File: src/rtl/dsq_cfg.svh
// Offsets, limits, function codes, reset values and timing counts of the step sequencer block
`ifndef DSQ_CFG_SVH
`define DSQ_CFG_SVH
`define DSQ_CLK_HZ         100000000
`define DSQ_TICK_MS        2
`define DSQ_TICK_CYC       ((`DSQ_CLK_HZ / 1000) * `DSQ_TICK_MS)
`define DSQ_DEB_MIN        5'h01
`define DSQ_DEB_MAX        5'h14
`define DSQ_DEB_RST        5'h01
`define DSQ_FREQ_MAX       16'h9C40
`define DSQ_GEAR_MIN       11'h004
`define DSQ_GEAR_MAX       11'h3E8
`define DSQ_GEAR_RST       11'h0C8
`define DSQ_ANGLE_MAX      12'hE10
`define DSQ_ANGLE_RST      12'h708
`define DSQ_IDXDEC_MAX     14'h2710
`define DSQ_STEP_TICKS_RST 16'h01F4
`define DSQ_OUT_RUNNING    6'h0A
`define DSQ_OUT_STEP_DONE  6'h0B
`define DSQ_OUT_PROG_DONE  6'h0C
`define DSQ_A_CTRL         4'h0
`define DSQ_A_TERMFN0      4'h1
`define DSQ_A_TERMFN1      4'h2
`define DSQ_A_MISC         4'h3
`define DSQ_A_INDEX        4'h4
`define DSQ_A_STEPTIME     4'h5
`define DSQ_A_STATUS       4'h6
`define DSQ_A_SPEED        4'h7
`define DSQ_A_OUTFN        4'h8
`define DSQ_A_FREQ_BASE    5'h10
`define DSQ_BAD_DATA       32'hDEADBEEF
`define DSQ_F_NONE         6'h00
`define DSQ_F_STEP1        6'h01
`define DSQ_F_RESET_NO     6'h05
`define DSQ_F_TIME1        6'h07
`define DSQ_F_TIME2        6'h08
`define DSQ_F_RUN_PROG     6'h0E
`define DSQ_F_PAUSE_PROG   6'h0F
`define DSQ_F_SRC_ACI      6'h15
`define DSQ_F_SRC_AUI      6'h16
`define DSQ_F_STOP_NC      6'h19
`define DSQ_F_STOP_NO      6'h1A
`define DSQ_F_LOCK         6'h1B
`define DSQ_F_PID_OFF      6'h1C
`define DSQ_F_JOG_DIR      6'h1D
`define DSQ_F_RESET_NC     6'h1E
`define DSQ_F_FREQ_SRC2    6'h1F
`define DSQ_F_OPER_SRC2    6'h20
`define DSQ_F_ONE_SHOT     6'h21
`define DSQ_F_PROX         6'h22
`define DSQ_F_SHUT_NO      6'h23
`define DSQ_F_SHUT_NC      6'h24
`endif

File: src/rtl/dsq_pkg.sv
// Types shared by the step sequencer block
package dsq_pkg;
  typedef enum logic [2:0] {
    DSQ_MODE_OFF       = 3'h0,
    DSQ_MODE_ONE       = 3'h1,
    DSQ_MODE_CONT      = 3'h2,
    DSQ_MODE_ONE_STEP  = 3'h3,
    DSQ_MODE_CONT_STEP = 3'h4
  } dsq_mode_type;
  typedef enum logic [1:0] {
    DSQ_ST_IDLE  = 2'h0,
    DSQ_ST_RUN   = 2'h1,
    DSQ_ST_DONE  = 2'h2
  } dsq_state_type;
  typedef enum logic [1:0] {
    DSQ_ANA_VOLT = 2'h0,
    DSQ_ANA_CURR = 2'h1,
    DSQ_ANA_AUX  = 2'h2
  } dsq_ana_type;
endpackage

File: src/rtl/dsq_top.sv
// Input terminal decoder, debounce and step-speed sequencer with Avalon-MM registers
//
// Notes on behaviour
// Forced stop halts, no fault, needs new run
// Parameter lock rejects all parameter writes
// PID-disable input bypasses PID control
// Jog direction reverse when on, jog only
// Normally-closed reset fires on contact open
// Frequency source two when input on
// Operation source two when input on
// One-shot pulse starts program; stop cancels
// Shutoff coasts motor; restart from zero
// Analog priority voltage, then current, auxiliary
// Two terminals pick accel/decel time 1-4
// Four terminals binary step code, 0=master
// Step frequencies 0 to 40000, default zero
// Debounce delay 1 to 20 two-ms units
// Index: hold speed until sensor, then decel
// Gear, angle, index decel limits and defaults
// Mode 0 off, 1 one, 2 cont, 3/4 stepwise
// Single cycle reruns only after run toggles
// Outputs signal running, step done, program done
// Run-program input steps speed and direction
// Pause input holds a running program
// Level accepted only after stable whole delay
//
// Added by the designer: register access over Avalon-MM and the register addresses.
`include "dsq_cfg.svh"
module dsq_top
  import dsq_pkg::*;
#(
  parameter int N_IN     = 6,
  parameter int N_OUT    = 4,
  parameter int TICK_CYC = `DSQ_TICK_CYC
) (
  input  wire logic              mclk,
  input  wire logic              rst_b,
  input  wire logic [3:0]        avs_address,
  input  wire logic              avs_read,
  input  wire logic              avs_write,
  input  wire logic [31:0]       avs_writedata,
  output logic [31:0]            avs_readdata,
  output logic                   avs_waitrequest,
  input  wire logic [N_IN-1:0]   term_in,
  input  wire logic              jog_active,
  input  wire logic              run_cmd,
  input  wire logic              stop_cmd,
  output logic                   stop_req,
  output logic                   coast_out,
  output logic                   restart_zero,
  output logic                   fault_reset,
  output logic                   pid_bypass,
  output logic                   jog_reverse,
  output logic                   freq_src2,
  output logic                   oper_src2,
  output logic [1:0]             ana_sel,
  output logic [1:0]             accel_sel,
  output logic [3:0]             step_code,
  output logic [15:0]            speed_cmd,
  output logic                   speed_rev,
  output logic                   index_decel,
  output logic [N_OUT-1:0]       out_term
);
  ////////////////////////////////////////////////////////////////////////////
  function automatic logic [N_IN-1:0] fn_hit(input logic [N_IN*6-1:0] map, input logic [5:0] code);
    for (int k = 0; k < N_IN; k++) begin
      fn_hit[k] = (map[k*6 +: 6] == code);
    end
  endfunction
  function automatic logic any_on(input logic [N_IN-1:0] hit, input logic [N_IN-1:0] lvl);
    any_on = |(hit & lvl);
  endfunction
  function automatic logic any_off(input logic [N_IN-1:0] hit, input logic [N_IN-1:0] lvl);
    any_off = |(hit & ~lvl);
  endfunction

  ////////////////////////////////////////////////////////////////////////////
  logic [N_IN*6-1:0]  fn_map_q;
  logic [2:0]         mode_q;
  logic               lock_q;
  logic [4:0]         deb_q;
  logic [10:0]        gear_q;
  logic [11:0]        angle_q;
  logic [13:0]        idx_dec_q;
  logic [15:0]        step_ticks_q;
  logic [15:0]        dir_mask_q;
  logic [N_OUT*6-1:0] out_map_q;
  logic [15:0]        freq_q [1:15];
  logic [N_IN-1:0]    clean_q;
  logic               wr_ok;
  logic               bus_hit;

  // Request taken while waitrequest is high; ack lands on that edge, write one edge later
  always_ff @(posedge mclk) begin
    if (!rst_b) begin
      avs_waitrequest <= 1'b1;
    end else begin
      avs_waitrequest <= !((avs_read || avs_write) && avs_waitrequest);
    end
  end
  // Read data loads on the taking edge so it stands with the ack
  assign bus_hit = avs_read && avs_waitrequest;
  assign wr_ok   = avs_write && !avs_waitrequest && !lock_q;

  always_ff @(posedge mclk) begin
    if (!rst_b) begin
      fn_map_q     <= '0;
      mode_q       <= DSQ_MODE_OFF;
      deb_q        <= `DSQ_DEB_RST;
      gear_q       <= `DSQ_GEAR_RST;
      angle_q      <= `DSQ_ANGLE_RST;
      idx_dec_q    <= '0;
      step_ticks_q <= `DSQ_STEP_TICKS_RST;
      dir_mask_q   <= '0;
      out_map_q    <= '0;
    end else if (wr_ok) begin
      if (avs_address == `DSQ_A_CTRL) begin
        if (avs_writedata[2:0] <= 3'h4) begin
          mode_q <= avs_writedata[2:0];
        end
        if (avs_writedata[12:8] >= `DSQ_DEB_MIN && avs_writedata[12:8] <= `DSQ_DEB_MAX) begin
          deb_q <= avs_writedata[12:8];
        end
      end else if (avs_address == `DSQ_A_TERMFN0) begin
        fn_map_q[23:0] <= avs_writedata[23:0];
      end else if (avs_address == `DSQ_A_TERMFN1) begin
        fn_map_q[N_IN*6-1:24] <= avs_writedata[N_IN*6-25:0];
      end else if (avs_address == `DSQ_A_MISC) begin
        dir_mask_q <= avs_writedata[15:0];
      end else if (avs_address == `DSQ_A_INDEX) begin
        if (avs_writedata[10:0] >= `DSQ_GEAR_MIN && avs_writedata[10:0] <= `DSQ_GEAR_MAX) begin
          gear_q <= avs_writedata[10:0];
        end
        if (avs_writedata[27:16] <= `DSQ_ANGLE_MAX) begin
          angle_q <= avs_writedata[27:16];
        end
      end else if (avs_address == `DSQ_A_STEPTIME) begin
        step_ticks_q <= avs_writedata[15:0];
        if (avs_writedata[29:16] <= `DSQ_IDXDEC_MAX) begin
          idx_dec_q <= avs_writedata[29:16];
        end
      end else if (avs_address == `DSQ_A_OUTFN) begin
        out_map_q <= avs_writedata[N_OUT*6-1:0];
      end
    end
  end

  // Frequency table: word written at the SPEED address, step number in data bits 19:16
  generate
    for (genvar s = 1; s < 16; s++) begin : g_freq
      always_ff @(posedge mclk) begin
        if (!rst_b) begin
          freq_q[s] <= '0;
        end else if (wr_ok && avs_address == `DSQ_A_SPEED && avs_writedata[19:16] == 4'(s)
                     && avs_writedata[15:0] <= `DSQ_FREQ_MAX) begin
          freq_q[s] <= avs_writedata[15:0];
        end
      end
    end
  endgenerate

  ////////////////////////////////////////////////////////////////////////////
  // Debounce: one shared 2 ms tick keeps the per-input counters small
  logic [$clog2(TICK_CYC)-1:0] tick_cnt_q;
  logic                        tick;
  always_ff @(posedge mclk) begin
    if (!rst_b) begin
      tick_cnt_q <= '0;
    end else if (tick) begin
      tick_cnt_q <= '0;
    end else begin
      tick_cnt_q <= tick_cnt_q + 1'b1;
    end
  end
  assign tick = (tick_cnt_q == ($clog2(TICK_CYC))'(TICK_CYC - 1));

  generate
    for (genvar i = 0; i < N_IN; i++) begin : g_deb
      logic [4:0] cnt_q;
      always_ff @(posedge mclk) begin
        if (!rst_b) begin
          cnt_q      <= '0;
          clean_q[i] <= 1'b0;
        end else if (term_in[i] == clean_q[i]) begin
          cnt_q <= '0;
        end else if (tick) begin
          // First tick starts mid-period, so wait one more for a whole delay
          if (cnt_q >= deb_q) begin
            clean_q[i] <= term_in[i];
            cnt_q      <= '0;
          end else begin
            cnt_q <= cnt_q + 5'h01;
          end
        end
      end
    end
  endgenerate

  ////////////////////////////////////////////////////////////////////////////
  logic            stop_nc, stop_no, shut_nc, shut_no, shut_act, shut_prev_q;
  logic            rst_no, rst_nc, rst_no_prev_q, rst_nc_prev_q;
  logic            run_lvl, run_prev_q, one_shot, one_prev_q, pause, prox;
  logic            forced_stop, latch_stop_q, prox_wait_q, prox_used;
  always_comb begin
    stop_nc  = any_off(fn_hit(fn_map_q, `DSQ_F_STOP_NC), clean_q);
    stop_no  = any_on(fn_hit(fn_map_q, `DSQ_F_STOP_NO), clean_q);
    shut_nc  = any_off(fn_hit(fn_map_q, `DSQ_F_SHUT_NC), clean_q);
    shut_no  = any_on(fn_hit(fn_map_q, `DSQ_F_SHUT_NO), clean_q);
    shut_act = shut_nc || shut_no;
    rst_no   = any_on(fn_hit(fn_map_q, `DSQ_F_RESET_NO), clean_q);
    rst_nc   = any_off(fn_hit(fn_map_q, `DSQ_F_RESET_NC), clean_q);
    run_lvl  = any_on(fn_hit(fn_map_q, `DSQ_F_RUN_PROG), clean_q);
    one_shot = any_on(fn_hit(fn_map_q, `DSQ_F_ONE_SHOT), clean_q);
    pause    = any_on(fn_hit(fn_map_q, `DSQ_F_PAUSE_PROG), clean_q);
    prox     = any_on(fn_hit(fn_map_q, `DSQ_F_PROX), clean_q);
    forced_stop = stop_nc || stop_no;
  end

  always_ff @(posedge mclk) begin
    if (!rst_b) begin
      shut_prev_q   <= 1'b0;
      rst_no_prev_q <= 1'b0;
      rst_nc_prev_q <= 1'b0;
      run_prev_q    <= 1'b0;
      one_prev_q    <= 1'b0;
      latch_stop_q  <= 1'b0;
      lock_q        <= 1'b0;
    end else begin
      shut_prev_q   <= shut_act;
      rst_no_prev_q <= rst_no;
      rst_nc_prev_q <= rst_nc;
      run_prev_q    <= run_lvl;
      one_prev_q    <= one_shot;
      lock_q        <= any_on(fn_hit(fn_map_q, `DSQ_F_LOCK), clean_q);
      if (forced_stop) begin
        latch_stop_q <= 1'b1;
      end else if (run_cmd) begin
        latch_stop_q <= 1'b0;
      end
    end
  end

  // Terminal-driven outputs, all registered
  always_ff @(posedge mclk) begin
    if (!rst_b) begin
      stop_req     <= 1'b0;
      coast_out    <= 1'b0;
      restart_zero <= 1'b0;
      fault_reset  <= 1'b0;
      pid_bypass   <= 1'b0;
      jog_reverse  <= 1'b0;
      freq_src2    <= 1'b0;
      oper_src2    <= 1'b0;
      ana_sel      <= DSQ_ANA_VOLT;
      accel_sel    <= 2'h0;
      step_code    <= 4'h0;
    end else begin
      stop_req     <= latch_stop_q || forced_stop || (stop_cmd && (!prox_used || index_decel));
      coast_out    <= shut_act;
      restart_zero <= shut_prev_q && !shut_act;
      fault_reset  <= (rst_no && !rst_no_prev_q) || (rst_nc && !rst_nc_prev_q);
      pid_bypass   <= any_on(fn_hit(fn_map_q, `DSQ_F_PID_OFF), clean_q);
      jog_reverse  <= jog_active && any_on(fn_hit(fn_map_q, `DSQ_F_JOG_DIR), clean_q);
      freq_src2    <= any_on(fn_hit(fn_map_q, `DSQ_F_FREQ_SRC2), clean_q);
      oper_src2    <= any_on(fn_hit(fn_map_q, `DSQ_F_OPER_SRC2), clean_q);
      if (any_on(fn_hit(fn_map_q, `DSQ_F_SRC_ACI), clean_q)
          && any_on(fn_hit(fn_map_q, `DSQ_F_SRC_AUI), clean_q)) begin
        ana_sel <= DSQ_ANA_VOLT;
      end else if (any_on(fn_hit(fn_map_q, `DSQ_F_SRC_ACI), clean_q)) begin
        ana_sel <= DSQ_ANA_CURR;
      end else if (any_on(fn_hit(fn_map_q, `DSQ_F_SRC_AUI), clean_q)) begin
        ana_sel <= DSQ_ANA_AUX;
      end else begin
        ana_sel <= DSQ_ANA_VOLT;
      end
      accel_sel <= {any_on(fn_hit(fn_map_q, `DSQ_F_TIME2), clean_q),
                    any_on(fn_hit(fn_map_q, `DSQ_F_TIME1), clean_q)};
      for (int b = 0; b < 4; b++) begin
        step_code[b] <= any_on(fn_hit(fn_map_q, `DSQ_F_STEP1 + 6'(b)), clean_q);
      end
    end
  end

  ////////////////////////////////////////////////////////////////////////////
  // Index stop: hold speed after stop until the sensor fires, then decelerate
  assign prox_used = |fn_hit(fn_map_q, `DSQ_F_PROX);
  always_ff @(posedge mclk) begin
    if (!rst_b) begin
      prox_wait_q <= 1'b0;
      index_decel <= 1'b0;
    end else if (!prox_used || run_cmd) begin
      prox_wait_q <= 1'b0;
      index_decel <= 1'b0;
    end else if (stop_cmd && !prox_wait_q && !index_decel) begin
      prox_wait_q <= 1'b1;
    end else if (prox_wait_q && prox) begin
      prox_wait_q <= 1'b0;
      index_decel <= 1'b1;
    end
  end

  ////////////////////////////////////////////////////////////////////////////
  // Step sequencer
  dsq_state_type st_q;
  logic [3:0]    step_q;
  logic [15:0]   dwell_q;
  logic          step_pulse_q, prog_done_q, armed_q, one_run_q;
  logic          start_ev, cancel, stepwise, cont;
  assign stepwise = (mode_q == DSQ_MODE_ONE_STEP) || (mode_q == DSQ_MODE_CONT_STEP);
  assign cont     = (mode_q == DSQ_MODE_CONT) || (mode_q == DSQ_MODE_CONT_STEP);
  assign start_ev = (run_lvl && armed_q) || (one_shot && !one_prev_q);
  assign cancel   = (mode_q == DSQ_MODE_OFF) || forced_stop || (one_run_q && stop_cmd)
                    || (!one_run_q && !run_lvl);

  always_ff @(posedge mclk) begin
    if (!rst_b) begin
      st_q         <= DSQ_ST_IDLE;
      step_q       <= 4'h0;
      dwell_q      <= '0;
      step_pulse_q <= 1'b0;
      prog_done_q  <= 1'b0;
      armed_q      <= 1'b1;
      one_run_q    <= 1'b0;
    end else begin
      step_pulse_q <= 1'b0;
      if (!run_lvl) begin
        armed_q <= 1'b1;
      end
      case (st_q)
        DSQ_ST_IDLE: begin
          if (mode_q != DSQ_MODE_OFF && start_ev && !forced_stop) begin
            st_q        <= DSQ_ST_RUN;
            step_q      <= 4'h1;
            dwell_q     <= '0;
            armed_q     <= 1'b0;
            prog_done_q <= 1'b0;
            one_run_q   <= one_shot && !one_prev_q;
          end
        end
        DSQ_ST_RUN: begin
          if (cancel) begin
            st_q <= DSQ_ST_IDLE;
          end else if (pause) begin
            st_q <= DSQ_ST_RUN;
          end else if (tick) begin
            if (dwell_q + 16'h0001 >= step_ticks_q) begin
              dwell_q      <= '0;
              step_pulse_q <= 1'b1;
              if (step_q == 4'hF) begin
                step_q <= 4'h1;
                if (!cont) begin
                  st_q        <= DSQ_ST_DONE;
                  prog_done_q <= 1'b1;
                end
              end else begin
                step_q <= step_q + 4'h1;
              end
            end else begin
              dwell_q <= dwell_q + 16'h0001;
            end
          end
        end
        DSQ_ST_DONE: begin
          if (!run_lvl && !one_shot) begin
            st_q <= DSQ_ST_IDLE;
          end
        end
        default: st_q <= DSQ_ST_IDLE;
      endcase
    end
  end

  // Speed: sequencer step, else terminal step code; zero while stepwise between steps
  always_ff @(posedge mclk) begin
    if (!rst_b) begin
      speed_cmd <= '0;
      speed_rev <= 1'b0;
    end else if (st_q == DSQ_ST_RUN) begin
      speed_cmd <= (stepwise && step_pulse_q) ? 16'h0000 : freq_q[step_q];
      speed_rev <= dir_mask_q[step_q - 4'h1];
    end else if (step_code != 4'h0) begin
      speed_cmd <= freq_q[step_code];
      speed_rev <= 1'b0;
    end else begin
      speed_cmd <= '0;
      speed_rev <= 1'b0;
    end
  end

  // Programmable outputs
  generate
    for (genvar o = 0; o < N_OUT; o++) begin : g_out
      always_ff @(posedge mclk) begin
        if (!rst_b) begin
          out_term[o] <= 1'b0;
        end else begin
          out_term[o] <= (out_map_q[o*6 +: 6] == `DSQ_OUT_RUNNING   && st_q == DSQ_ST_RUN)
                      || (out_map_q[o*6 +: 6] == `DSQ_OUT_STEP_DONE && step_pulse_q)
                      || (out_map_q[o*6 +: 6] == `DSQ_OUT_PROG_DONE && prog_done_q);
        end
      end
    end
  endgenerate

  ////////////////////////////////////////////////////////////////////////////
  always_ff @(posedge mclk) begin
    if (!rst_b) begin
      avs_readdata <= '0;
    end else if (bus_hit) begin
      if (avs_address == `DSQ_A_CTRL) begin
        avs_readdata <= {19'h0, deb_q, 5'h0, mode_q};
      end else if (avs_address == `DSQ_A_TERMFN0) begin
        avs_readdata <= {8'h0, fn_map_q[23:0]};
      end else if (avs_address == `DSQ_A_TERMFN1) begin
        avs_readdata <= 32'(fn_map_q[N_IN*6-1:24]);
      end else if (avs_address == `DSQ_A_MISC) begin
        avs_readdata <= {16'h0, dir_mask_q};
      end else if (avs_address == `DSQ_A_INDEX) begin
        avs_readdata <= {4'h0, angle_q, 5'h0, gear_q};
      end else if (avs_address == `DSQ_A_STEPTIME) begin
        avs_readdata <= {2'h0, idx_dec_q, step_ticks_q};
      end else if (avs_address == `DSQ_A_STATUS) begin
        avs_readdata <= {11'h0, 2'(st_q), step_q, prog_done_q, lock_q, prox_wait_q, index_decel,
                         latch_stop_q, 2'h0, 8'(clean_q)};
      end else if (avs_address == `DSQ_A_SPEED) begin
        avs_readdata <= {16'h0, speed_cmd};
      end else if (avs_address == `DSQ_A_OUTFN) begin
        avs_readdata <= 32'(out_map_q);
      end else begin
        avs_readdata <= `DSQ_BAD_DATA;
      end
    end
  end
endmodule

File: config.mk
export PLATFORM = sky130hd
export DESIGN_NAME = dsq_top
export DESIGN_NICKNAME = d
export VERILOG_FILES = /design/src/rtl/dsq_pkg.sv /design/src/rtl/dsq_top.sv
export VERILOG_INCLUDE_DIRS = /design/src /design/src/rtl
export SDC_FILE = /design/constraint.sdc
export NUM_CORES = 1
export LEC_CHECK = 0
export BUFFER_PORTS_ARGS = -buffer_cell sky130_fd_sc_hd__buf_2
export CELL_PAD_IN_SITES_DETAIL_PLACEMENT = 1
export CELL_PAD_IN_SITES_GLOBAL_PLACEMENT = 2
export CORE_MARGIN = 2
export CORE_UTILIZATION = 44
export DETAILED_ROUTE_END_ITERATION = 7
export MAX_ROUTING_LAYER = met4
export PLACE_DENSITY_LB_ADDON = 0.1
export SETUP_SLACK_MARGIN = 0.05
export SYNTH_ARGS = -nofsm -noshare
export SYNTH_HDL_FRONTEND = slang
export SYNTH_SLANG_ARGS = --single-unit
File: constraint.sdc
create_clock -name mclk -period 9.12 [get_ports mclk]
set_input_delay 1.368 -clock mclk [delete_from_list [all_inputs] [get_ports mclk]]
set_output_delay 1.368 -clock mclk [all_outputs]
set_load 0.01 [all_outputs]
# [After elaboration in Yosys (flattened, before gate mapping)]
# Memories as Yosys holds them, arrays and structs flattened. A register that Yosys moved wholly into a read port is not among the register bits.
# Index checks and enable logic that the tools add are counted.
[totals] n_memories=1 out_inout_bits=71 mem_bits_rw=240 wordCells=629 register_bits=294
[mem_list] name="freq_q" words=15 width=16 read_ports=2 rd_ports_with_merged_regs=2 write_ports=15 line_no="dsq_top.sv:88" rtl="logic [15:0] freq_q [1:15];"
[op_classes] magnitude_cmp=16 bitwise=55 add_sub_neg=10 n_eq_ne=198 reduce_logical=168 n_mux=124
[op_table] op="$mux W16" n=23
[op_table] op="$eq A6 B5 Y1 const B" n=54
[op_table] op="$mux W32" n=9
[op_table] op="$eq A6 B4 Y1 const B" n=30
[op_table] op="$eq A6 B6 Y1 const B" n=30
[op_table] op="$reduce_or A6 Y1" n=24
[op_table] op="$and A6 B6 Y6" n=23
[op_table] op="$eq A6 B3 Y1 const B" n=18
[op_table] op="$eq A6 B2 Y1 const B" n=12
[op_table] op="$logic_and A1 B1 Y1" n=66
[op_table] op="$mux W1" n=63
[op_table] op="$eq A4 B4 Y1 const B" n=10
[op_table] op="$eq A6 B1 Y1 const B" n=6
[op_table] op="$mux W4" n=9
[op_table] op="$eq A4 B3 Y1 const B" n=8
[op_table] op="$pmux W16 S2" n=1
[op_table] op="$add A5 B1 Y5 const B" n=6
[op_table] op="$ge A5 B5 Y1" n=6
[op_table] op="$mux W5" n=6
[op_table] op="$reduce_and A3 Y1" n=9
[op_table] op="$reduce_and A8 Y1" n=3
[op_table] op="$logic_or A1 B1 Y1" n=22
[op_table] op="$reduce_and A7 Y1" n=3
[op_table] op="$add A18 B1 Y18 const B" n=1
[op_table] op="45 further kinds" n=129

# [Depth between registers and ports, before layout]
# Gate-level depths: netlist (run 1).
[depth] word_depth=11 depth_mapped=17 mapped_depth_nobuf=15

# [Least setup slack after synthesis (run 1)]
# No wires, ideal clock.
[synth_path] path_kind="input-to-reg" startpoint="input avs_writedata[2]" endpoint="memory freq_q[4][0] (enable)" slack_ns=4.696 t_arrival_ns=4.012 stages=6 setup_time_ns=0.411 required_time_ns=8.709 cell_sequence="or4_1 > o31ai_1 > a21oi_1 > o31ai_1 > nand3b_1 > o21ai_0"
[synth_lines] item="from (decl)" line_no="dsq_top.sv:41" rtl="input wire logic [31:0] avs_writedata,"
[synth_lines] item="to (decl)" line_no="dsq_top.sv:88"

==> flow_metrics.tcl, run 1 <==
set metrics [dict create \
    status "finished clean" \
    grt_max_degree 71 \
    path_clk_slew_ps 60 \
    power_density_nw_per_um2 169.1 \
    r2r-start "dwell_q[0]" \
    root_buffer "clkbuf_16" \
    die_h_um 257.9 \
    avgSynthCellArea_um2 10.06 \
    crit_path_max_fanout 8 \
    hpwl_um 73390 \
    synthTopCellsByCount "nand2_1, dfxtp_1, nor2_1" \
    synth_ff_type "dfxtp_1" \
    hold_start "coast_out" \
    synth_top_area_share_pct 25.41 \
    startpoint_type "register" \
    multi_input_area_um2 14270 \
    antenna_found_initial 7 \
    ctsHoldBuffers 0 \
    hold_violations 0 \
    cts_tree "done" \
    cts.sinks 537 \
    netlist_area_um2 28360 \
    finClkSkew_ps 19.93 \
    drv_cap 0 \
    synth_edf_count 240 \
    synth_cell_types 90 \
    num_vias 23385 \
    clk_latency_ps 640 \
    place_ws_ps 4159 \
    period_share_pct 52.54 \
    synth_top_cell_by_area "edfxtp_1" \
    p_leak_uw 0.01128 \
    grtUsageTotal_pct 33.33 \
    fillerInstances 7042 \
    start_util_pct 44.23 \
    cpMaxStageDelayCell "o41ai_1" \
    vdd_drop_max_uv 157.6 \
    routed_wl_um 108500 \
    worstMarginPinSlew_ps 1295 \
    synthTopCellsByArea "edfxtp_1, dfxtp_1, mux4_2, and2_1, nand2_1" \
    seq_area_frac_synth_pct 46.38 \
    grt-ovfl-total 0 \
    rsz0062_at_grt "false" \
    die_area_um2 66490 \
    netlist_instances 2819 \
    tns_ps 0 \
    num_io_pins 120 \
    fin_crit_ps 4792 \
    fmax_ghz 0.2087 \
    ys_ff_latch 537 \
    drt-vias-per-instance 6.219 \
    wl_per_cell_um 28.87 \
    setup_violations 0 \
    relSlewSlack_pct 13.58 \
    worstPathCellList "ha_1 -> and3_1 -> and4_1 -> and3_1 -> and3_1 -> and3_1 -> xor2_1 -> ha_1 -> nand4_1 -> a21oi_1 -> o31ai_1 -> a21oi_1 -> and2_1 -> nand2_1 -> o41ai_1" \
    cts_setup_buffers 0 \
    drt-initial-drc-count 2007 \
    postCtsResizedCells 0 \
    critPathArrivalTime_ps 5220 \
    final_nets 2958 \
    post-route-drc-count 0 \
    syn-num-nets 2924 \
    max_stage_delay_ps 810 \
    crit_top_cell "and3_1" \
    async_flop_share_pct 0 \
    clockBufferDepth 3 \
    critPathLaunch "dwell_q[0]" \
    first_pass_iters 5 \
    die_w_um 257.9 \
    grt_pass1_wl_um 160300 \
    yosys_warnings 0 \
    place.gp.congestion 0.9424 \
    ant_nets 0 \
    fin_cells 3760 \
    numCtsBuffers 59 \
    postLayoutCoreUtil_pct 49.47 \
    worst_ep_required_time_ps 9540 \
    cts.htree.levels 2 \
    rows 93 \
    worstSetupPathType "reg -> reg" \
    area_growth_pct 11.86 \
    regArea_um2 13170 \
    core_um2 64120 \
    finalMaxSlewViolations 0 \
    endpoint_kind "register" \
    r2r_slack_ps 4330 \
    drive_gt1_share_pct 16.10 \
    grt_pass1_vias 24273 \
    hold_path.class "reg -> reg" \
    place_inst 3647 \
    setup_ws_ps 4328 \
    synth.most_common_cell "nand2_1" \
    io_buffers 117 \
]
==> stage by stage <==
stage / cell area [um2] / hold WS (ps) / total power [uW]
2_1_floorplan: 28360 / 418.1 / 2799
4_1_cts: 31710 / 432.8 / 5392
6_report: 31720 / 428.8 / 5363
3_5_place_dp: 29750 / 422.5 / 2953
5_1_grt: 31710 / 473.5 / 5503
3_3_place_gp: 29750 / 415.4 / 2941
==> worst max-delay path: cells and delay by family, from the launching register on <==
family / cells / cell delay (ps)
AO/OA/AOI/OAI: 4 / 1500
XOR/XNOR: 1 / 90
adder cells (fa/ha/maj): 2 / 570
flip-flops: 1 / 440
AND/OR/NAND/NOR: 8 / 1990
==> state kept, by name, summed over array words and instances (netlist names), 14 cells and up, named ones only <==
name,flops
step_ticks_q,16
dir_mask_q,16
avs_readdata,31
out_map_q,24
dwell_q,16
idx_dec_q,14
g_deb.cnt_q,30
speed_cmd,16
fn_map_q,36
freq_q,240
tick_cnt_q,18
==> layer usage <==
layer  GRT usage (%)  vias up  wire length, um
met1           41.76    11879            44310
met3           4.584      247             7337
met4           13.55        0             4948
met5               -        -                0
li1                -    10303                -
met2           54.52      956            51950
==> cells by family after synthesis <==
group / synth area share, %
and+or+nand+nor: 20.17
AOI/OAI and AO/OA: 12.36
DFF: 46.38
buffers and inverters: 3.697
muxes: 13.00
xor gates and xnor gates: 1.915
adders and majority gates: 2.471
==> cells in the final DEF (no fill, tap or decap), drive strengths merged, types with 51 or more instances in the layout <==
| cell | instances |
|---|---|
| a21oi | 217 |
| and2 | 250 |
| buf | 181 |
| clkbuf | 89 |
| dfxtp | 297 |
| edfxtp | 240 |
| ha | 56 |
| inv | 51 |
| mux2i | 105 |
| mux4 | 116 |
| nand2 | 330 |
| nor2 | 277 |
| o21ai | 72 |
==> cell type report <==
class                           count  share of cell area [%]
Multi-Input combinational cell   2026                   44.98
Timing Repair Buffer              181                   3.369
Clock buffer                       89                   5.329
Clock inverter                     20                  0.8244
Antenna cell                        4                 0.03156
Sequential cell                   537                   41.51
Inverter                           48                  0.5838
Tap cell                          855                   3.373
==> path summary, 6_finish.rpt <==
| path | endpoint | cells after the start |
|---|---|---|
| worst min-delay path | restart_zero | 2 |
| worst min register to register | restart_zero | 2 |
| worst max register to register | register | 15 |
| worst max-delay path | register | 15 |
==> report_power, final <==
| part | total (uW) | internal, uW | leakage, uW | switching [uW] |
|---|---|---|---|---|
| logic | 313 | 93.3 | 0.00545 | 220 |
| clock network | 2460 | 1420 | 0.000955 | 1030 |
| registers | 2590 | 2560 | 0.00488 | 34.8 |
| total | 5360 | 4080 | 0.0113 | 1290 |
(Power assumes the default switching activity.)
==> run 2, diff against run 1 <==
Settings changed: CORE_UTILIZATION 44 to 37.
Clock period 9.12 ns to 4.36 ns, I/O delays scaled along.
==> run 2 against run 1 <==
  * Final cell count up 6.4%
  * Routed wire length up 5.2%
  * Total power up 120%
  * Core utilization down 6.5 points
  * Clock power up 120%
  * Non-clock buffer count up 58
  * Maximum frequency up 22%
  * Register-to-register slack worse by 3900 ps
  * Clock skew up 16 ps
==> flow_metrics.tcl, run 2 (synthesis gave the netlist of run 1 again) <==
set metrics [dict create \
    status "finished clean" \
    grt_pass1_vias 24565 \
    hpwl_um 79850 \
    period_share_pct 89.90 \
    path_clk_slew_ps 60 \
    finalMaxSlewViolations 0 \
    top_regs "freq_q (240), fn_map_q (36), avs_readdata (31)" \
    largest-register "freq_q" \
    fmax_ghz 0.2551 \
    grt_max_degree 117 \
    wl_per_cell_um 28.54 \
    grtUsageTotal_pct 29.82 \
    critPathArrivalTime_ps 4420 \
    num_vias 23594 \
    drt-vias-per-instance 5.897 \
    endpoint_kind "register" \
    multi_input_area_um2 14230 \
    use_met3_pct 4.007 \
    post-route-drc-count 0 \
    drt-initial-drc-count 2012 \
    layout_common_cells "nand2_1, dfxtp_1, nor2_1, and2_1, edfxtp_1" \
    cts_tree "done" \
    ant_nets 0 \
    first_pass_iters 5 \
    finClkSkew_ps 35.62 \
    tns_ps 0 \
    area_growth_pct 14.97 \
    ctsHoldBuffers 0 \
    power_density_nw_per_um2 356.5 \
    crit_path_max_fanout 15 \
    start_util_pct 37.34 \
    die_area_um2 78870 \
    fin_crit_ps 3920 \
    grt_util_met2_pct 49.49 \
    rsz0062_at_grt "false" \
    power_uw 11620 \
    setup_violations 0 \
    use_met1_pct 37.25 \
    final_common_cell "nand2_1" \
    grt_pass1_wl_um 166600 \
    startpoint_type "register" \
    regArea_um2 13170 \
    place.gp.congestion 0.9065 \
    antenna_found_initial 3 \
    worstMarginPinSlew_ps 1260 \
    drv_cap 0 \
    routed_wl_um 114200 \
    p_leak_uw 0.01171 \
    placed_area_um2 30450 \
    clk_latency_ps 620 \
    place_inst 3880 \
    worst_ep_required_time_ps 4860 \
    vdd_drop_max_uv 237.1 \
    drive_gt1_share_pct 17.65 \
    die_w_um 280.8 \
    num_io_pins 120 \
    cts.htree.levels 3 \
    cts.sinks 537 \
    whs_ps 278.8 \
    core_um2 75950 \
    largest_reg_flops 240 \
    rows 101 \
    numCtsBuffers 66 \
    busiest_layer "met2" \
    worstSetupPathType "reg -> reg" \
    die_h_um 280.8 \
    hold_violations 0 \
    io_buffers 117 \
    root_buffer "clkbuf_16" \
    hold_path.class "in -> reg" \
    grt-ovfl-total 0 \
    final_nets 3023 \
    fin_cells 4001 \
    relSlewSlack_pct 15.42 \
    final_area_um2 32600 \
    clockBufferDepth 3 \
    fillerInstances 8386 \
]
run 2: cell types whose count changed in the layout (fill, tap and decap cells not counted), sizes merged:
cell    delta
buf       +58
clkinv     +8
inv        +6
bufinv     -2
clkbuf     -2
diode      -2
run 2: metal layers:
metal / routed length [um] / vias to the layer above
met3: 7086 / 191
met1: 47440 / 12132
met2: 55710 / 819
met5: 0 / -
li1: - / 10452
met4: 3960 / 0
run 2: path summary, 6_finish.rpt:
check	start	endpoint	slack [ps]	depth (start not counted)
min	avs_read	avs_waitrequest	280	2
max	dwell_q[0]	register	440	16
max reg2reg	dwell_q[0]	register	440	16
min reg2reg	coast_out	restart_zero	420	2
run 2: power breakdown:
part	switching (uW)	total (uW)	internal, uW
Combinational	476	686	210
Sequential	75.5	5430	5350
Clock	2290	5510	3210
Total	2840	11600	8780
run 2: layout make-up:
type	instances	area share [%]
Antenna cell	2	0.01535
Clock buffer	87	5.718
Clock inverter	32	0.8674
Inverter	48	0.5680
Multi-Input combinational cell	2026	43.64
Sequential cell	537	40.39
Tap cell	1030	3.953
Timing Repair Buffer	239	4.843
run 2: per-stage QoR:
step | util (%) | setup slack [ps]
2_1_floorplan | - | 650.4
3_3_place_gp | 40.09 | 352.0
3_5_place_dp | 40.09 | 295.4
4_1_cts | 42.92 | 254.1
5_1_grt | 42.92 | 90.32
6_report | 42.93 | 440.3
run 2: critical path: stages, from the launching register on:
cell     delay, ps
dfxtp_1        410
ha_1           250
and3_1         270
and4_1         300
and3_1         260
and3_1         270
and3_1         240
xor2_1          80
ha_1           310
nand4_1         90
a21oi_1        160
o31ai_1        110
a21oi_1        250
and2_4         260
a21oi_1         80
buf_4          190
a22o_1         260
run 2: repair_timing:
| item | in CTS | in global routing |
|---|---|---|
| gates resized for setup | 0 | 2 |
| setup buffers | 0 | 0 |
| setup endpoints to repair | 0 | 18 |
